### src/rscc_regs.svh
// Purpose: register offsets, field codes and timing figures of the radio state control block
// Assumes: 250 MHz core clock, 8-bit register port
// Notes: cycle counts derive from the printed microsecond figures
`ifndef RSCC_REGS_SVH
`define RSCC_REGS_SVH
// register offsets
`define RSCC_OFF_STATUS 8'h01
`define RSCC_OFF_CMD 8'h02
`define RSCC_OFF_RETRY 8'h03
// field positions
`define RSCC_CODE_MSB 4
`define RSCC_TRAC_LSB 5
// reset values
`define RSCC_STATUS_RST 8'h00
`define RSCC_MAX_FRAME_RST 4'h3
`define RSCC_MAX_CSMA_RST 3'h4
// radio state codes
`define RSCC_ST_PON 5'h00
`define RSCC_ST_BUSY_RX 5'h01
`define RSCC_ST_BUSY_TX 5'h02
`define RSCC_ST_RX_ON 5'h06
`define RSCC_ST_IDLE 5'h08
`define RSCC_ST_PLL 5'h09
`define RSCC_ST_SLEEP 5'h0f
`define RSCC_ST_BUSY_AACK 5'h11
`define RSCC_ST_BUSY_ARET 5'h12
`define RSCC_ST_AACK_ON 5'h16
`define RSCC_ST_ARET_ON 5'h19
`define RSCC_ST_RX_NOCLK 5'h1c
`define RSCC_ST_AACK_NOCLK 5'h1d
`define RSCC_ST_BUSY_AACK_NOCLK 5'h1e
`define RSCC_ST_PENDING 5'h1f
// command codes
`define RSCC_CMD_NOP 5'h00
`define RSCC_CMD_TX_START 5'h02
`define RSCC_CMD_FORCE_IDLE 5'h03
`define RSCC_CMD_FORCE_PLL 5'h04
`define RSCC_CMD_RX_ON 5'h06
`define RSCC_CMD_IDLE 5'h08
`define RSCC_CMD_PLL 5'h09
`define RSCC_CMD_AACK 5'h16
`define RSCC_CMD_ARET 5'h19
// transaction result codes
`define RSCC_TRAC_SUCCESS 3'h0
`define RSCC_TRAC_PENDING 3'h1
`define RSCC_TRAC_CHAN_FAIL 3'h3
`define RSCC_TRAC_NO_ACK 3'h5
`define RSCC_TRAC_INVALID 3'h7
// timing figures in microseconds and clock rate
`define RSCC_CLK_MHZ 250
`define RSCC_T_FAST_US 1
`define RSCC_T_TX_US 16
`define RSCC_T_PLL_US 110
`define RSCC_T_WAKE_US 380
`define RSCC_T_BACKOFF_US 320
`define RSCC_T_ACKW_US 864
`define RSCC_FAST_CYC (`RSCC_T_FAST_US * `RSCC_CLK_MHZ)
`define RSCC_TX_CYC (`RSCC_T_TX_US * `RSCC_CLK_MHZ)
`endif

### src/rscc_pkg.sv
// Purpose: types shared by the radio state control block
// Assumes: nothing beyond the register header
// Notes: states are one-hot
package rscc_pkg;
  typedef enum logic [11:0] {
    RS_PON = 12'h001,
    RS_SLEEP = 12'h002,
    RS_IDLE = 12'h004,
    RS_PLL = 12'h008,
    RS_RX_ON = 12'h010,
    RS_BUSY_RX = 12'h020,
    RS_BUSY_TX = 12'h040,
    RS_AACK_ON = 12'h080,
    RS_BUSY_AACK = 12'h100,
    RS_ARET_ON = 12'h200,
    RS_BUSY_ARET = 12'h400,
    RS_PEND = 12'h800
  } rscc_state_t;

  typedef enum logic [3:0] {
    AP_BACKOFF = 4'h1,
    AP_CCA = 4'h2,
    AP_TX = 4'h4,
    AP_ACKW = 4'h8
  } rscc_phase_t;

  // register port request
  typedef struct packed {
    logic [7:0] addr;
    logic [7:0] wdata;
    logic wr;
    logic rd;
  } rscc_bus_t;

  // receive path events
  typedef struct packed {
    logic frame_busy;
    logic frame_start;
    logic frame_end;
    logic fcs_ok;
    logic addr_match;
    logic ack_wanted;
    logic ack_done;
  } rscc_rx_ev_t;

  // transmit path, channel check and acknowledgement events
  typedef struct packed {
    logic tx_done;
    logic tx_ack_req;
    logic [7:0] tx_seq;
    logic channel_check_done;
    logic cca_busy;
    logic ack_rx;
    logic ack_fcs_ok;
    logic ack_pending;
    logic [7:0] ack_seq;
  } rscc_tx_ev_t;
endpackage

### src/rscc_timer.sv
// Purpose: down counter timing transitions, back-off and ack wait
// Assumes: load wins over counting
// Notes: done is a one-cycle pulse, registered
`timescale 1ns/1ps
`default_nettype none
module rscc_timer #(
  parameter int TW = 18
) (
  input wire logic clk_in,
  input wire logic resetn_in,
  input wire logic load_in,
  input wire logic [TW-1:0] val_in,
  output logic done_out
);
  logic [TW-1:0] cnt_reg;
  logic done_reg;

  // count down to zero, flag the step from one to zero
  always_ff @(posedge clk_in) begin
    if (!resetn_in) begin
      cnt_reg <= '0;
      done_reg <= 1'b0;
    end else if (load_in) begin
      cnt_reg <= val_in;
      done_reg <= 1'b0;
    end else begin
      done_reg <= (cnt_reg == TW'(1));
      if (cnt_reg != '0) begin
        cnt_reg <= cnt_reg - TW'(1);
      end
    end
  end

  assign done_out = done_reg;
endmodule
`default_nettype wire

### src/rscc_ctrl.sv
// Purpose: radio state control, command decode and status report
// Assumes: register port inputs and radio events synchronous to clk_in
// Notes: a commanded or pin-driven transition shows the pending code until its timer expires; frame events switch at once
// What this block and its host model do
// RQ1 - status read returns state code bits 4:0
// RQ2 - command field write starts state transition
// RQ3 - pin rising edge starts transition where applicable
// RQ4 - basic state codes as listed
// RQ5 - extended state codes as listed
// RQ6 - pending code shown until transition finishes
// RQ7 - host avoids commands while pending shown
// RQ8 - status not accessible during sleep
// RQ9 - command field decodes listed values
// RQ10 - undefined commands act as no operation
// RQ11 - forced synth-on ignored in clockless states
// RQ12 - auto modes entered only from idle/synth
// RQ13 - host confirms each state by reading
// RQ14 - auto-ack entry shows listen or receiving
// RQ15 - idle/synth held back until procedure ends
// RQ16 - forced commands abort auto transactions at once
// RQ17 - auto-ack checks every frame check sequence
// RQ18 - ack sent only for filtered valid requests
// RQ19 - receive and address-match interrupts gated
// RQ20 - ack accepted: in time, valid, matching
// RQ21 - result follows ack frame-pending bit
// RQ22 - retransmit missing acks after channel back-off
// RQ23 - reserved bit zero, status writes ignored
`timescale 1ns/1ps
`default_nettype none
`include "rscc_regs.svh"
module rscc_ctrl
  import rscc_pkg::*;
#(
  parameter int TW = 18,
  parameter int PLL_CYC = `RSCC_T_PLL_US * `RSCC_CLK_MHZ,
  parameter int WAKE_CYC = `RSCC_T_WAKE_US * `RSCC_CLK_MHZ,
  parameter int BACKOFF_CYC = `RSCC_T_BACKOFF_US * `RSCC_CLK_MHZ,
  parameter int ACKW_CYC = `RSCC_T_ACKW_US * `RSCC_CLK_MHZ
) (
  input wire logic clk_in,
  input wire logic resetn_in,
  input wire rscc_bus_t bus_in,
  input wire logic sleep_transmit_pin_in,
  input wire rscc_rx_ev_t rx_in,
  input wire rscc_tx_ev_t tx_in,
  output logic [7:0] rd_data_out,
  output logic [4:0] radio_state_field_out,
  output logic tx_go_out,
  output logic cca_req_out,
  output logic ack_send_out,
  output logic rx_end_irq_out,
  output logic addr_match_irq_out
);
  localparam logic [TW-1:0] C_FAST = TW'(`RSCC_FAST_CYC);
  localparam logic [TW-1:0] C_TX = TW'(`RSCC_TX_CYC);
  localparam logic [TW-1:0] C_PLL = TW'(PLL_CYC);
  localparam logic [TW-1:0] C_WAKE = TW'(WAKE_CYC);
  localparam logic [TW-1:0] C_BACKOFF = TW'(BACKOFF_CYC);
  localparam logic [TW-1:0] C_ACKW = TW'(ACKW_CYC);

  typedef struct packed {
    rscc_state_t state;
    rscc_state_t target;
    rscc_state_t defer_tgt;
    logic defer_vld;
    rscc_phase_t phase;
    logic [3:0] frame_cnt;
    logic [2:0] csma_cnt;
    logic [3:0] max_frame;
    logic [2:0] max_csma;
    logic [2:0] trac;
    logic channel_check_done;
    logic cca_clear;
    logic pin;
    logic [7:0] rd_data;
    logic [4:0] code;
    logic tx_go;
    logic cca_req;
    logic ack_send;
    logic rx_end;
    logic amatch;
  } rscc_ctx_t;

  rscc_ctx_t s_reg;
  rscc_ctx_t s_next;
  logic tmr_load;
  logic [TW-1:0] tmr_val;
  logic tmr_done;

  rscc_timer #(.TW(TW)) u_timer (
    .clk_in(clk_in),
    .resetn_in(resetn_in),
    .load_in(tmr_load),
    .val_in(tmr_val),
    .done_out(tmr_done)
  );

  // state to reported code
  function automatic logic [4:0] code_of(input rscc_state_t st);
    case (st)
      RS_PON: code_of = `RSCC_ST_PON; // [RQ4]
      RS_SLEEP: code_of = `RSCC_ST_SLEEP;
      RS_IDLE: code_of = `RSCC_ST_IDLE;
      RS_PLL: code_of = `RSCC_ST_PLL;
      RS_RX_ON: code_of = `RSCC_ST_RX_ON;
      RS_BUSY_RX: code_of = `RSCC_ST_BUSY_RX;
      RS_BUSY_TX: code_of = `RSCC_ST_BUSY_TX;
      RS_AACK_ON: code_of = `RSCC_ST_AACK_ON; // [RQ5]
      RS_BUSY_AACK: code_of = `RSCC_ST_BUSY_AACK;
      RS_ARET_ON: code_of = `RSCC_ST_ARET_ON;
      RS_BUSY_ARET: code_of = `RSCC_ST_BUSY_ARET;
      default: code_of = `RSCC_ST_PENDING; // [RQ6]
    endcase
  endfunction

  logic cmd_wr;
  logic [4:0] cmd;
  logic pin_rise;
  logic go;
  rscc_state_t go_tgt;
  logic [TW-1:0] go_cyc;
  logic finish;
  logic ack_ok;
  logic busy_st;
  logic idle_pend;

  // next state of the whole block
  always_comb begin
    s_next = s_reg;
    s_next.tx_go = 1'b0;
    s_next.cca_req = 1'b0;
    s_next.ack_send = 1'b0;
    s_next.rx_end = 1'b0;
    s_next.amatch = 1'b0;
    s_next.pin = sleep_transmit_pin_in;
    go = 1'b0;
    go_tgt = RS_IDLE;
    go_cyc = C_FAST;
    finish = 1'b0;
    tmr_load = 1'b0;
    tmr_val = C_FAST;
    pin_rise = sleep_transmit_pin_in & ~s_reg.pin;
    cmd_wr = bus_in.wr && (bus_in.addr == `RSCC_OFF_CMD) && (s_reg.state != RS_SLEEP);
    cmd = bus_in.wdata[`RSCC_CODE_MSB:0];
    ack_ok = tx_in.ack_rx && tx_in.ack_fcs_ok && (tx_in.ack_seq == tx_in.tx_seq); // [RQ20]
    busy_st = (s_reg.state == RS_BUSY_RX) || (s_reg.state == RS_BUSY_TX) ||
              (s_reg.state == RS_BUSY_AACK) || (s_reg.state == RS_BUSY_ARET);
    idle_pend = (s_reg.state == RS_PEND) && ((s_reg.target == RS_IDLE) ||
                (s_reg.target == RS_SLEEP) || (s_reg.target == RS_PON));

    // register writes other than commands; status writes fall through
    if (bus_in.wr && (bus_in.addr == `RSCC_OFF_RETRY) && (s_reg.state != RS_SLEEP)) begin
      s_next.max_frame = bus_in.wdata[7:4];
      s_next.max_csma = bus_in.wdata[3:1];
    end

    // register reads, answered one cycle later
    if (bus_in.rd) begin
      if (s_reg.state == RS_SLEEP) begin
        s_next.rd_data = 8'h00; // [RQ8]
      end else if (bus_in.addr == `RSCC_OFF_STATUS) begin
        s_next.rd_data = {s_reg.channel_check_done, s_reg.cca_clear, 1'b0, code_of(s_reg.state)}; // [RQ1] [RQ23]
      end else if (bus_in.addr == `RSCC_OFF_CMD) begin
        s_next.rd_data = {s_reg.trac, 5'h00};
      end else if (bus_in.addr == `RSCC_OFF_RETRY) begin
        s_next.rd_data = {s_reg.max_frame, s_reg.max_csma, 1'b0};
      end else begin
        s_next.rd_data = 8'h00;
      end
    end

    // state machine: events of the current state
    case (s_reg.state)
      RS_PEND: begin
        if (tmr_done) begin
          s_next.state = s_reg.target;
          if (s_reg.target == RS_BUSY_TX) begin
            s_next.tx_go = 1'b1;
          end else if (s_reg.target == RS_BUSY_ARET) begin
            s_next.phase = AP_BACKOFF;
            s_next.frame_cnt = 4'h0;
            s_next.csma_cnt = 3'h0;
            s_next.trac = `RSCC_TRAC_INVALID;
            tmr_load = 1'b1;
            tmr_val = C_BACKOFF; // [RQ22]
          end else if ((s_reg.target == RS_AACK_ON) && rx_in.frame_busy) begin
            s_next.state = RS_BUSY_AACK; // [RQ14]
          end
        end
      end
      RS_SLEEP: begin
        if (!sleep_transmit_pin_in) begin
          go = 1'b1;
          go_cyc = C_WAKE;
        end
      end
      RS_IDLE: begin
        if (pin_rise) begin
          go = 1'b1; // [RQ3]
          go_tgt = RS_SLEEP;
        end
      end
      RS_PLL: begin
        if (pin_rise) begin
          go = 1'b1; // [RQ3]
          go_tgt = RS_BUSY_TX;
          go_cyc = C_TX;
        end
      end
      RS_ARET_ON: begin
        if (pin_rise) begin
          go = 1'b1; // [RQ3]
          go_tgt = RS_BUSY_ARET;
        end
      end
      RS_RX_ON: begin
        if (rx_in.frame_start) begin
          s_next.state = RS_BUSY_RX;
        end
      end
      RS_BUSY_RX: begin
        if (rx_in.frame_end) begin
          s_next.rx_end = 1'b1;
          finish = 1'b1;
        end
      end
      RS_BUSY_TX: begin
        if (tx_in.tx_done) begin
          finish = 1'b1;
        end
      end
      RS_AACK_ON: begin
        if (rx_in.frame_start) begin
          s_next.state = RS_BUSY_AACK;
        end
      end
      RS_BUSY_AACK: begin
        if (rx_in.frame_end) begin
          // frame check judged on every frame
          s_next.amatch = rx_in.addr_match; // [RQ19]
          s_next.rx_end = rx_in.fcs_ok && rx_in.addr_match; // [RQ17] [RQ19]
          if (rx_in.fcs_ok && rx_in.addr_match && rx_in.ack_wanted) begin
            s_next.ack_send = 1'b1; // [RQ18]
          end else begin
            finish = 1'b1;
          end
        end else if (rx_in.ack_done) begin
          finish = 1'b1;
        end
      end
      RS_BUSY_ARET: begin
        case (s_reg.phase)
          AP_BACKOFF: begin
            if (tmr_done) begin
              s_next.cca_req = 1'b1; // [RQ22]
              s_next.channel_check_done = 1'b0;
              s_next.phase = AP_CCA;
            end
          end
          AP_CCA: begin
            if (tx_in.channel_check_done) begin
              s_next.channel_check_done = 1'b1;
              s_next.cca_clear = ~tx_in.cca_busy;
              if (!tx_in.cca_busy) begin
                s_next.tx_go = 1'b1;
                s_next.csma_cnt = 3'h0;
                s_next.phase = AP_TX;
              end else if (s_reg.csma_cnt == s_reg.max_csma) begin
                s_next.trac = `RSCC_TRAC_CHAN_FAIL;
                finish = 1'b1;
              end else begin
                s_next.csma_cnt = s_reg.csma_cnt + 3'h1; // [RQ22]
                s_next.phase = AP_BACKOFF;
                tmr_load = 1'b1;
                tmr_val = C_BACKOFF;
              end
            end
          end
          AP_TX: begin
            if (tx_in.tx_done) begin
              if (tx_in.tx_ack_req) begin
                s_next.phase = AP_ACKW;
                tmr_load = 1'b1;
                tmr_val = C_ACKW; // [RQ20]
              end else begin
                s_next.trac = `RSCC_TRAC_SUCCESS;
                finish = 1'b1;
              end
            end
          end
          default: begin
            if (ack_ok) begin
              s_next.trac = tx_in.ack_pending ? `RSCC_TRAC_PENDING : `RSCC_TRAC_SUCCESS; // [RQ21]
              finish = 1'b1;
            end else if (tmr_done) begin
              if (s_reg.frame_cnt == s_reg.max_frame) begin
                s_next.trac = `RSCC_TRAC_NO_ACK;
                finish = 1'b1;
              end else begin
                s_next.frame_cnt = s_reg.frame_cnt + 4'h1; // [RQ22]
                s_next.phase = AP_BACKOFF;
                tmr_load = 1'b1;
                tmr_val = C_BACKOFF;
              end
            end
          end
        endcase
      end
      default: begin
      end
    endcase

    // end of a busy procedure: deferred command or home state
    if (finish) begin
      if (s_reg.defer_vld) begin
        go = 1'b1; // [RQ15]
        go_tgt = s_reg.defer_tgt;
        s_next.defer_vld = 1'b0;
      end else if (s_reg.state == RS_BUSY_RX) begin
        s_next.state = RS_RX_ON;
      end else if (s_reg.state == RS_BUSY_TX) begin
        s_next.state = RS_PLL;
      end else if (s_reg.state == RS_BUSY_AACK) begin
        s_next.state = RS_AACK_ON;
      end else begin
        s_next.state = RS_ARET_ON;
      end
    end

    // command decode, pending blocks all but forced idle, and forced synth unless pending toward idle, sleep or power-on
    if (cmd_wr) begin
      if (cmd == `RSCC_CMD_FORCE_IDLE) begin
        go = (s_reg.state != RS_PON); // [RQ16]
        go_tgt = RS_IDLE;
        go_cyc = C_FAST;
        s_next.defer_vld = 1'b0;
      end else if (cmd == `RSCC_CMD_FORCE_PLL) begin
        if ((s_reg.state != RS_PON) && (s_reg.state != RS_IDLE) && !idle_pend) begin
          go = 1'b1; // [RQ11] [RQ16]
          go_tgt = RS_PLL;
          go_cyc = C_FAST;
          s_next.defer_vld = 1'b0;
        end
      end else if (s_reg.state != RS_PEND) begin
        if ((cmd == `RSCC_CMD_IDLE) || (cmd == `RSCC_CMD_PLL)) begin // [RQ9]
          go_tgt = (cmd == `RSCC_CMD_IDLE) ? RS_IDLE : RS_PLL;
          if (busy_st) begin
            s_next.defer_vld = 1'b1; // [RQ15]
            s_next.defer_tgt = go_tgt;
          end else if (s_reg.state != go_tgt) begin
            go = 1'b1; // [RQ2]
            go_cyc = ((s_reg.state == RS_IDLE) || (s_reg.state == RS_PON)) ? C_PLL : C_FAST;
          end
        end else if (cmd == `RSCC_CMD_RX_ON) begin
          if ((s_reg.state == RS_IDLE) || (s_reg.state == RS_PLL)) begin
            go = 1'b1; // [RQ2]
            go_tgt = RS_RX_ON;
            go_cyc = (s_reg.state == RS_IDLE) ? C_PLL : C_FAST;
          end
        end else if ((cmd == `RSCC_CMD_AACK) || (cmd == `RSCC_CMD_ARET)) begin
          if ((s_reg.state == RS_IDLE) || (s_reg.state == RS_PLL)) begin
            go = 1'b1; // [RQ12]
            go_tgt = (cmd == `RSCC_CMD_AACK) ? RS_AACK_ON : RS_ARET_ON;
            go_cyc = (s_reg.state == RS_IDLE) ? C_PLL : C_FAST;
          end
        end else if (cmd == `RSCC_CMD_TX_START) begin
          if (s_reg.state == RS_PLL) begin
            go = 1'b1; // [RQ2]
            go_tgt = RS_BUSY_TX;
            go_cyc = C_TX;
          end else if (s_reg.state == RS_ARET_ON) begin
            go = 1'b1;
            go_tgt = RS_BUSY_ARET;
            go_cyc = C_FAST;
          end
        end
        // other codes leave the state alone [RQ10]
      end
    end

    // start a timed transition, reported as pending
    if (go) begin
      s_next.state = RS_PEND; // [RQ6]
      s_next.target = go_tgt;
      tmr_load = 1'b1;
      tmr_val = go_cyc;
    end
    s_next.code = code_of(s_next.state);
  end

  // state register
  always_ff @(posedge clk_in) begin
    if (!resetn_in) begin
      s_reg.state <= RS_PON;
      s_reg.target <= RS_IDLE;
      s_reg.defer_tgt <= RS_IDLE;
      s_reg.defer_vld <= 1'b0;
      s_reg.phase <= AP_BACKOFF;
      s_reg.frame_cnt <= 4'h0;
      s_reg.csma_cnt <= 3'h0;
      s_reg.max_frame <= `RSCC_MAX_FRAME_RST;
      s_reg.max_csma <= `RSCC_MAX_CSMA_RST;
      s_reg.trac <= `RSCC_TRAC_SUCCESS;
      s_reg.channel_check_done <= 1'b0;
      s_reg.cca_clear <= 1'b0;
      s_reg.pin <= 1'b0;
      s_reg.rd_data <= `RSCC_STATUS_RST;
      s_reg.code <= `RSCC_ST_PON;
      s_reg.tx_go <= 1'b0;
      s_reg.cca_req <= 1'b0;
      s_reg.ack_send <= 1'b0;
      s_reg.rx_end <= 1'b0;
      s_reg.amatch <= 1'b0;
    end else begin
      s_reg <= s_next;
    end
  end

  // outputs straight from the state register
  assign rd_data_out = s_reg.rd_data;
  assign radio_state_field_out = s_reg.code;
  assign tx_go_out = s_reg.tx_go;
  assign cca_req_out = s_reg.cca_req;
  assign ack_send_out = s_reg.ack_send;
  assign rx_end_irq_out = s_reg.rx_end;
  assign addr_match_irq_out = s_reg.amatch;
endmodule
`default_nettype wire

### config.mk
export PLATFORM = sky130hd
export DESIGN_NAME = rscc_ctrl
export DESIGN_NICKNAME = d
export VERILOG_FILES = /design/src/rscc_pkg.sv /design/src/rscc_timer.sv /design/src/rscc_ctrl.sv
export VERILOG_INCLUDE_DIRS = /design/src
export SDC_FILE = /design/constraint.sdc
export NUM_CORES = 1
export LEC_CHECK = 0
export BUFFER_PORTS_ARGS = -buffer_cell sky130_fd_sc_hd__buf_4
export CAP_MARGIN = 10
export CORE_MARGIN = 5
export CORE_UTILIZATION = 30
export DETAILED_ROUTE_END_ITERATION = 6
export PLACE_DENSITY_LB_ADDON = 0.08
export SYNTH_ARGS = -nofsm -noshare
export SYNTH_HDL_FRONTEND = slang
export SYNTH_SLANG_ARGS = --single-unit
### constraint.sdc
create_clock -name clk_in -period 3.3 [get_ports clk_in]
set_input_delay 0.33 -clock clk_in [delete_from_list [all_inputs] [get_ports clk_in]]
set_output_delay 0.33 -clock clk_in [all_outputs]
set_load 0.02 [all_outputs]
* After elaboration in Yosys (flattened, before gate mapping)
Index checks and enable logic that the tools add are counted.
Cells by class: $add $sub $neg 3, eq/ne operators 78, muxes and demuxes 176, bitwise operators 6, reduce and logical (&&, ||, !) cells 38
Operators by type and width (count):
- $mux W18 | 19
- $mux W12 | 23
- $mux W17 | 10
- $mux W1 | 60
- $mux W8 | 7
- $mux W11 | 5
- $pmux W5 S11 | 1
- $pmux W18 S3 | 1
- $pmux W5 S10 | 1
- $mux W3 | 15
- $mux W10 | 4
- $eq A12 B1 Y1 const B | 3
- $eq A12 B11 Y1 const B | 3
- $eq A12 B2 Y1 const B | 3
- $eq A12 B3 Y1 const B | 3
- $eq A12 B7 Y1 const B | 3
- $eq A12 B8 Y1 const B | 3
- $pmux W12 S3 | 1
- $pmux W18 S2 | 1
- $pmux W17 S2 | 1
- $pmux W11 S3 | 1
- $mux W4 | 8
- $mux W15 | 2
- $eq A12 B10 Y1 const B | 2
- other kinds (59) | 121
Word-level totals: flip-flop bits (word level) 90, output and inout port bits 18

* Depth between registers and ports, before layout
Gate-level depths: netlist of run 1.
depth after elaboration 20, depth in mapped cells 13, depth with buffers taken out 9

* Cells and area by module
From an unflattened synthesis of run 1, not the netlist that was laid out.
Unflattened totals: cell total of the unflattened synthesis 752, area total of the unflattened synthesis 5798.1 µm²
Modules (own cells, without submodules):
- rscc_ctrl | instances 1, cells each 612, area each 4673.2 µm², sequential area each 1301.2 µm²
- rscc_timer | instances 1, cells each 140, area each 1124.8 µm², sequential area each 380.4 µm²

* Worst setup path after synthesis of run 1
Ideal clock, no wire load.
kind register to register, start point reg s_reg[74] in the netlist's numbering, end point reg s_reg (netlist bit radio_state_field_out[1]), library setup time 125 ps, arrival time 2772 ps, slack 403 ps, cell stages (with the launch flop) 12, period minus slack after synthesis 2897 ps, path through dfxtp_1 buf_6 or4_4 buf_6 nor4b_4 a21o_4 a31oi_4 or3b_1 o211ai_1 a21o_1 a21oi_1 o41a_1
On the way: cells in the longest elaborated chain, start to end 18, elaborated cells between the ends (all ways) 66
Ends and longest elaborated chain:
- start: declaration | RTL line rscc_ctrl.sv:84 | rscc_ctx_t s_reg;
- start signal: assignment | RTL line rscc_ctrl.sv:415 | s_reg <= s_next;
- $eq A12 B3 Y1 (tied with other cells) | RTL line rscc_ctrl.sv:173, rscc_ctrl.sv:355, rscc_ctrl.sv:361
- $reduce_or A3 Y1 (no source line)
- $pmux W1 S2 | RTL line rscc_ctrl.sv:173 | case (s_reg.state)
- $mux W1 | RTL line rscc_ctrl.sv:315 | if (s_reg.defer_vld) begin
- $mux W1 | RTL line rscc_ctrl.sv:314 | if (finish) begin
- $mux W1 | RTL line rscc_ctrl.sv:371 | end else if (s_reg.state == RS_ARET_ON) begin
- $mux W1 | RTL line rscc_ctrl.sv:367 | if (s_reg.state == RS_PLL) begin
- $mux W1 | RTL line rscc_ctrl.sv:366 | end else if (cmd == `RSCC_CMD_TX_START) begin
- [2 not listed]
- $mux W1 | RTL line rscc_ctrl.sv:345 | if ((cmd == `RSCC_CMD_IDLE) || (cmd == `RSCC_CMD_PLL)) begin
- $mux W1 | RTL line rscc_ctrl.sv:344 | end else if (s_reg.state != RS_PEND) begin
- $mux W1 | RTL line rscc_ctrl.sv:337 | end else if (cmd == `RSCC_CMD_FORCE_PLL) begin
- $mux W1 | RTL line rscc_ctrl.sv:332 | if (cmd == `RSCC_CMD_FORCE_IDLE) begin
- $mux W1 | RTL line rscc_ctrl.sv:331 | if (cmd_wr) begin
- $mux W24 (*) | RTL line rscc_ctrl.sv:382 | if (go) begin
- $eq A12 B11 Y1 (tied with other cells) | RTL line rscc_ctrl.sv:100 | case (st)
- $pmux W5 S11 (*) | RTL line rscc_ctrl.sv:100
Mark *: on every way between the ends. The rest lies on a longest branch, timed or not. A chain may end at the register's enable or synchronous reset.

* Worst setup path after layout of run 1
start point reg s_reg[69] in the netlist's numbering, end point reg u_timer.cnt_reg[6]
On the way: cells in the longest elaborated chain, start to end 17, elaborated cells between the ends (all ways) 63
Ends and longest elaborated chain:
- $eq A12 B3 Y1 (tied with other cells) | RTL line rscc_ctrl.sv:173, rscc_ctrl.sv:355, rscc_ctrl.sv:361
- $reduce_or A3 Y1 (no source line)
- $pmux W1 S2 | RTL line rscc_ctrl.sv:173
- $mux W1 | RTL line rscc_ctrl.sv:315
- $mux W1 | RTL line rscc_ctrl.sv:314
- $mux W1 | RTL line rscc_ctrl.sv:371
- $mux W1 | RTL line rscc_ctrl.sv:367
- $mux W1 | RTL line rscc_ctrl.sv:366
- $mux W1 | RTL line rscc_ctrl.sv:360 | end else if ((cmd == `RSCC_CMD_AACK) || (cmd == `RSCC_CMD_ARET)) begin
- $mux W1 | RTL line rscc_ctrl.sv:354 | end else if (cmd == `RSCC_CMD_RX_ON) begin
- $mux W1 | RTL line rscc_ctrl.sv:345
- $mux W1 | RTL line rscc_ctrl.sv:344
- $mux W1 | RTL line rscc_ctrl.sv:337
- $mux W1 | RTL line rscc_ctrl.sv:332
- $mux W1 | RTL line rscc_ctrl.sv:331
- $mux W18 / $mux W1 (equally long branches) | RTL line rscc_ctrl.sv:382
- $mux W18 / $reduce_bool A2 Y1 (equally long branches)
- end signal: assignment | RTL line rscc_timer.sv:24 | cnt_reg <= val_in;
- end signal: assignment | RTL line rscc_timer.sv:29 | cnt_reg <= cnt_reg - TW'(1);
- end: declaration | RTL line rscc_timer.sv:15 | logic [TW-1:0] cnt_reg;
Parallel ways exist; a longest one is shown, timed or not.

==> results of run 1 <==
-- metal layers --
metal  routed length (µm)  GRT usage  vias to the layer above
li1                     -          -                     2936
met1                 9910      0.255                     2956
met2                10400      0.336                      165
met3                  969     0.0329                       39
met4                  552     0.0688                        0
met5                    0          0                        -
-- synthesized netlist by cell type, types with 5 or more instances --
cell type   n  share of area
nor2_1     87          0.057
dfxtp_1    84           0.29
nand2_1    74          0.048
a21oi_1    58          0.051
nor3_1     33          0.029
o21ai_0    32          0.028
xor2_1     28          0.043
nand3_1    24          0.021
buf_4      17          0.022
clkbuf_1   16          0.010
inv_1      15         0.0098
mux2i_1    14          0.024
nand4_1    14          0.015
and3_1     13          0.014
nor2b_1    13          0.014
xnor2_1    13          0.020
nand2b_1   12          0.013
and2_1     10          0.011
nor4_1     10          0.011
buf_2       9         0.0079
a31oi_1     8         0.0087
o211ai_1    7         0.0092
o21a_1      7         0.0092
nor4b_1     6         0.0092
or2_2       6         0.0065
nand4b_1    5         0.0076
nor3b_1     5         0.0065
or3_1       5         0.0055
or4b_2      5         0.0087
-- what timing repair did --
action | CTS | global route
gates resized for setup | 1 | 13
setup buffers | 3 | 0
pin swaps | 1 | 2
endpoints found under the hold margin | 0 | 0
hold buffers | 0 | 0
endpoints found under the setup margin | 10 | 12
-- critical path: stages, from the launching register on --
cell and delay (ns):
dfxtp_1 0.35, buf_4 0.18, or4b_2 0.71, or3_4 0.39, and4_4 0.19, o311a_1 0.13, o21ai_2 0.23, and3_4 0.27
buf_8 0.15, nand2_1 0.07, or3_1 0.31, a21oi_1 0.14
-- how the worst max path moves through the flow --
stage / start / end / slack, ns
after floorplan: s_reg[74] / radio_state_field_out[1] / 0.40
after global placement: s_reg[69] / radio_state_field_out[1] / -0.11
after detailed placement: s_reg[69] / radio_state_field_out[1] / -0.11
after CTS: s_reg[69] / u_timer.cnt_reg[8] / 0.02
after global routing: s_reg[74] / radio_state_field_out[4] / 0.002
final: s_reg[69] / u_timer.cnt_reg[6] / 0.11
-- cell type report --
| class | instances | share of cell area |
|---|---|---|
| sequential | 84 | 0.232 |
| clock buffer | 9 | 0.0310 |
| timing repair buffer | 151 | 0.157 |
| tap | 234 | 0.0403 |
| multi-input combinational | 596 | 0.521 |
| inverter | 15 | 0.00775 |
| clock inverter | 7 | 0.0112 |
-- placed cells by master (no fill, tap or decap), types with 4 or more instances in the layout --
| cell type | synthesis | final |
|---|---|---|
| buf_4 | 17 | 150 |
| nor2_1 | 87 | 87 |
| dfxtp_1 | 84 | 82 |
| nand2_1 | 74 | 74 |
| a21oi_1 | 58 | 58 |
| nor3_1 | 33 | 33 |
| o21ai_0 | 32 | 32 |
| xor2_1 | 28 | 28 |
| nand3_1 | 24 | 24 |
| inv_1 | 15 | 15 |
| nand4_1 | 14 | 14 |
| mux2i_1 | 14 | 14 |
| nor2b_1 | 13 | 13 |
| xnor2_1 | 13 | 13 |
| nand2b_1 | 12 | 12 |
| and3_1 | 13 | 11 |
| and2_1 | 10 | 10 |
| nor4_1 | 10 | 9 |
| clkbuf_16 | 0 | 9 |
| a31oi_1 | 8 | 8 |
| o21a_1 | 7 | 7 |
| o211ai_1 | 7 | 7 |
| or2_2 | 6 | 6 |
| or4b_2 | 5 | 5 |
| nor4b_1 | 6 | 5 |
| nand4b_1 | 5 | 5 |
| or3_1 | 5 | 5 |
| a21o_1 | 4 | 4 |
| nor3b_1 | 5 | 4 |
| a221oi_1 | 4 | 4 |
| o31ai_1 | 4 | 4 |
| ha_1 | 4 | 4 |
-- power groups by stage --
| stage | logic [W] | clock network (W) | registers, W |
|---|---|---|---|
| finish | 0.000835 | 0.00107 | 0.00120 |
| global route | 0.000949 | 0.00114 | 0.00122 |
| CTS | 0.000839 | 0.00111 | 0.00120 |
| detailed placement | 0.000837 | 0 | 0.00123 |
| global placement | 0.000829 | 0 | 0.00122 |
| floorplan | 0.000595 | 0 | 0.00120 |
-- through the flow --
stage / hold slack [ns] / instances
after floorplan: 0.445 / 739
after global placement: 0.463 / 1077
after detailed placement: 0.461 / 1077
after CTS: 0.176 / 1096
after global routing: 0.210 / 1096
final: 0.191 / 1096
-- cell families (layout without fill, tap and decap cells) --
group                    Yosys count  in the layout  share of synthesized area
XOR/XNOR                          41             41                     0.0626
AO/OA/AOI/OAI                    177            177                      0.208
AND/OR/NAND/NOR                  360            360                      0.349
buffers and inverters             59            182                     0.0543
adder cells (fa/ha/maj)            4              4                    0.00873
multiplexers                      14             14                     0.0244
flip-flops                        84             84                      0.293
==> flow_summary_export.csv, run 1 <==
group,metric,value,unit
drt,drt-wirelength-per-cell,19.9,µm
global_route,grt-ovfl-total,0,
cts,cts-buffers-inserted,9,
run,max_cap_check_violation_count,0,
power,power.internal,0.00210,W
sta,worst_setup_margin,0.112,ns
worst_setup_path,critical_path.reg2reg.endpoint,"u_timer.cnt_reg[6]",
cts,root_buffer,"clkbuf_16",
floorplanning,floorplan.rows,50,
synthesis,ys_ff_latch,84,
power,report.power.total,0.00311,W
cts,clock_sink_count,84,
synthesis,synth_nets,794,
synthesis,synthesis.yosys.warnings,0,
synthesis,synth-edff-count,0,
worst_setup_path,crit_type,"reg -> reg",
floorplanning,die_height,148,µm
cells_and_area,largest_register_ff_count,47,
synthesis,post_synth_instance_area,5730,µm²
place,detailed_place_hpwl,17.4,mm
worst_setup_path,cp-start-kind,"flip-flop",
sta,timing.final.crit_share,0.966,
cells_and_area,num-nets-final,912,
power,clock_share_of_power,0.345,
synthesis,ys_dominant_reg_cell,"dfxtp_1",
cells_and_area,area.sequential,1680,µm²
global_route,global_route.usage.total,0.198,
worst_setup_path,register_to_register_setup_slack,0.11,ns
place,numPortBuffers,68,
power,power_density,428,nW/µm²
sta,max_freq,0.314,GHz
drt,finalWirelength,21.8,mm
hold_path,min_delay_worst_endpoint,"s_reg[28]",
sta,setup_tns,0,ns
drt,first_iter_violations,403,
cells_and_area,multiInputGateArea,3790,µm²
hold_path,hold_class,"in -> reg",
sta,rsz_0062_raised_after_global_routing,"false",
synthesis,post_synthesis_mean_instance_area,7.76,µm²
floorplanning,fp.dieArea,22000,µm²
power,peakVddDrop,0.419,mV
power,power.net_switching,0.00101,W
cells_and_area,area_delta_synth_final,26.8,%
worst_setup_path,timing.rr.start,"s_reg[69]",
cts,htree_levels,3,
place,placement.cell_area,6880,µm²
power,p_comb_frac,0.268,
sta,final_number_of_hold_violating_endpoints,0,
cells_and_area,num-fill-cells,1991,
place,finalWeightedCongestion,0.894,
power,seqPwrFrac,0.387,
floorplanning,core_region_area,18800,µm²
status,run_status,"finished clean",
global_route,grt_first_pass_wirelength,34.0,mm
worst_setup_path,required,3.58,ns
hold_path,hp-start,"bus_in[7]",
synthesis,synthDistinctLibCells,86,
drt,detail_route.drc_violations,0,
worst_setup_path,worst_ep_arrival_time,3.46,ns
hold_path,min_delay_path_depth,3,
worst_setup_path,worstRegToRegCells,11,
place,place_ws,-0.110,ns
sta,tightestPinTransition,0.822,ns
cells_and_area,drive_above_1_share,0.251,
synthesis,netlist_instances,739,
sta,finalWorstPathRequiredPeriod,3.19,ns
sta,slew_headroom,0.451,
cts,worst_skew_pair.late_latency,0.36,ns
floorplanning,die_w,148,µm
drt,vias,6096,
global_route,antenna_violations_before_repair,0,
worst_setup_path,endpoint_kind,"flip-flop",
floorplanning,initial_utilization,0.305,
cells_and_area,finish.utilization,0.387,
drt,detail_route.first_pass.iterations,5,
global_route,grt_max_degree,26,
worst_setup_path,worstPathMaxFanout,9,
global_route,first_global_vias,6126,
cells_and_area,diode_insertion_count_for_antenna_repair,0,
floorplanning,design.portCount,69,
drt,post_drt_via_cell_ratio,5.56,
sta,drv_slew,0,
drt,antenna_left,0,
cells_and_area,finalInstanceArea,7270,µm²
cts,clk_pin_slew_worst_paths,0.07,ns
power,p_leak,3.15,nW
cts,clk_buf_depth,2,
sta,final-setup-viol-count,0,
cts,tritoncts,"yes",
synthesis,asyncSetResetFlopFracSynth,0,
synthesis,synth_sequential_area_ratio,0.293,
power,p_sw_frac,0.325,
sta,finClkSkew,0.0111,ns
Note: power is estimated with default switching activity, not from simulation.
==> inputs of run 2 (changes only) <==
--- a/config.mk
+++ b/config.mk
@@ -11,6 +11,7 @@
 export CORE_MARGIN = 5
 export CORE_UTILIZATION = 30
 export DETAILED_ROUTE_END_ITERATION = 6
+export MAX_ROUTING_LAYER = met4
 export PLACE_DENSITY_LB_ADDON = 0.08
 export SYNTH_ARGS = -nofsm -noshare
 export SYNTH_HDL_FRONTEND = slang
==> constraint.sdc (replaced) <==
create_clock -name clk_in -period 3.8 [get_ports clk_in]
set_input_delay 0.38 -clock clk_in [delete_from_list [all_inputs] [get_ports clk_in]]
set_output_delay 0.38 -clock clk_in [all_outputs]
set_load 0.02 [all_outputs]
==> flow_summary_export.csv, run 2 (synthesis results as in run 1) <==
group,metric,value,unit
drt,detail_route.drc_violations,0,
drt,detail_route.first_pass.iterations,5,
cells_and_area,num-fill-cells,1999,
power,p_leak,2.89,nW
drt,vias,5812,
drt,first_iter_violations,506,
cts,tritoncts,"yes",
drt,highest_layer,"met4",
sta,final-setup-viol-count,0,
sta,max_freq,0.291,GHz
power,peakVddDrop,0.262,mV
floorplanning,die_w,148,µm
sta,slew_headroom,0.485,
global_route,grt_max_degree,26,
cells_and_area,drive_above_1_share,0.189,
place,finalWeightedCongestion,0.952,
sta,final_number_of_hold_violating_endpoints,0,
status,run_status,"finished clean",
floorplanning,floorplan.rows,50,
floorplanning,fp.dieArea,22000,µm²
cts,clock_sink_count,84,
cells_and_area,diode_insertion_count_for_antenna_repair,0,
power,power_density,403,nW/µm²
cells_and_area,multiInputGateArea,3740,µm²
cts,clk_buf_depth,2,
drt,antenna_left,0,
sta,timing.final.crit_share,0.903,
cts,postCtsSetupBuffers,0,
global_route,antenna_violations_before_repair,0,
cells_and_area,area.sequential,1680,µm²
worst_setup_path,endpoint_kind,"flip-flop",
global_route,grt_first_pass_wirelength,32.4,mm
place,numPortBuffers,68,
sta,setup_tns,0,ns
worst_setup_path,crit_type,"reg -> reg",
hold_path,hp-start,"bus_in[7]",
cts,worst_skew_pair.late_latency,0.35,ns
sta,drv_slew,0,
worst_setup_path,worst_ep_arrival_time,3.62,ns
drt,drt-wirelength-per-cell,19.8,µm
cts,cts_repair_resize_count,0,
worst_setup_path,startpoint,"s_reg[40]",
sta,finClkSkew,0.00942,ns
run,max_cap_check_violation_count,0,
drt,met3WireLength,1.04,mm
floorplanning,design.portCount,69,
hold_path,hold_class,"in -> reg",
cells_and_area,largest_register_ff_count,47,
drt,wl_met2,9.72,mm
place,number_of_instances_in_the_placed_design,1029,
floorplanning,initial_utilization,0.305,
sta,rsz_0062_raised_after_global_routing,"false",
sta,fin_worst_hold_slack,0.251,ns
power,report.power.total,0.00277,W
cts,clk_pin_slew_worst_paths,0.06,ns
cts,root_buffer,"clkbuf_16",
cells_and_area,finalInstanceArea,6860,µm²
cts,htree_levels,3,
cells_and_area,num-nets-final,861,
sta,tightestPinTransition,0.767,ns
worst_setup_path,timing.rr.start,"s_reg[40]",
drt,met1Wirelength,9.57,mm
cts,cts_hold_buffers,0,
cells_and_area,area_delta_synth_final,19.6,%
global_route,first_global_vias,5769,
sta,finalWorstPathRequiredPeriod,3.43,ns
worst_setup_path,cp-start-kind,"flip-flop",
place,placement.cell_area,6520,µm²
cells_and_area,final_cell_mix,"buf_4, nor2_1, dfxtp_1",
global_route,grt-ovfl-total,0,
cells_and_area,final_cell_count_no_fill,1043,
cells_and_area,mostFrequentLayoutCell,"buf_4",
floorplanning,core_region_area,18800,µm²
drt,finalWirelength,20.6,mm
floorplanning,die_height,148,µm
worst_setup_path,required,3.99,ns
worst_setup_path,worstPathMaxFanout,8,
global_route,global_route.usage.total,0.192,
drt,post_drt_via_cell_ratio,5.57,
place,detailed_place_hpwl,16.1,mm
cts,cts-buffers-inserted,9,
-- run 2: cell types whose count changed in the layout (fill, tap and decap cells not counted), sizes merged --
cell	delta
buf	-51
bufinv	+2
clkbuf	+1
clkinv	-1
clkinvlp	-1
inv	-3
-- run 2: path summary, 6_finish.rpt --
path	to	slack (ns)	cells past startpoint
worst max-delay path	radio_state_field_out[4]	0.37	10
worst min register to register	rd_data_out[3]	0.47	2
worst max register to register	radio_state_field_out[4]	0.37	10
worst min-delay path	s_reg[28]	0.25	3
-- run 2: layout make-up --
| cell class | count | share of cell area |
|---|---|---|
| Clock inverter | 4 | 0.0144 |
| Timing Repair Buffer | 100 | 0.109 |
| Multi-Input combinational cell | 596 | 0.545 |
| Clock buffer | 10 | 0.0348 |
| Tap cell | 234 | 0.0427 |
| Sequential cell | 84 | 0.245 |
| Inverter | 15 | 0.00821 |
-- run 2: per-stage QoR --
| stage | setup WS (ns) | utilization |
|---|---|---|
| floorplan | 0.903 | - |
| global placement | 0.392 | 0.347 |
| global route | 0.0905 | 0.365 |
| finish | 0.368 | 0.365 |
| CTS | 0.459 | 0.365 |
| detailed placement | 0.410 | 0.347 |
-- run 2: critical path: stages (launching register included) --
cell       delay [ns]
dfxtp_1          0.44
nor2b_1          0.29
a211oi_1         0.12
a211oi_1         0.55
a311oi_1         0.18
a2111oi_0        0.68
buf_4            0.23
nand3_2          0.16
nand4bb_1        0.33
nand4_1          0.20
o22ai_1          0.09
-- run 2: report_power, final --
group          switching (W)  leakage (nW)  internal [W]  total [W]
registers          0.0000802         0.680      0.000965    0.00104
logic               0.000385          2.04      0.000309   0.000695
clock network       0.000373         0.165      0.000655    0.00103
-- run 2: metal layers --
metal	global-route usage	vias up
met5	-	-
met4	0.0453	0
met3	0.0317	24
met2	0.309	158
met1	0.253	2799
li1	-	2831
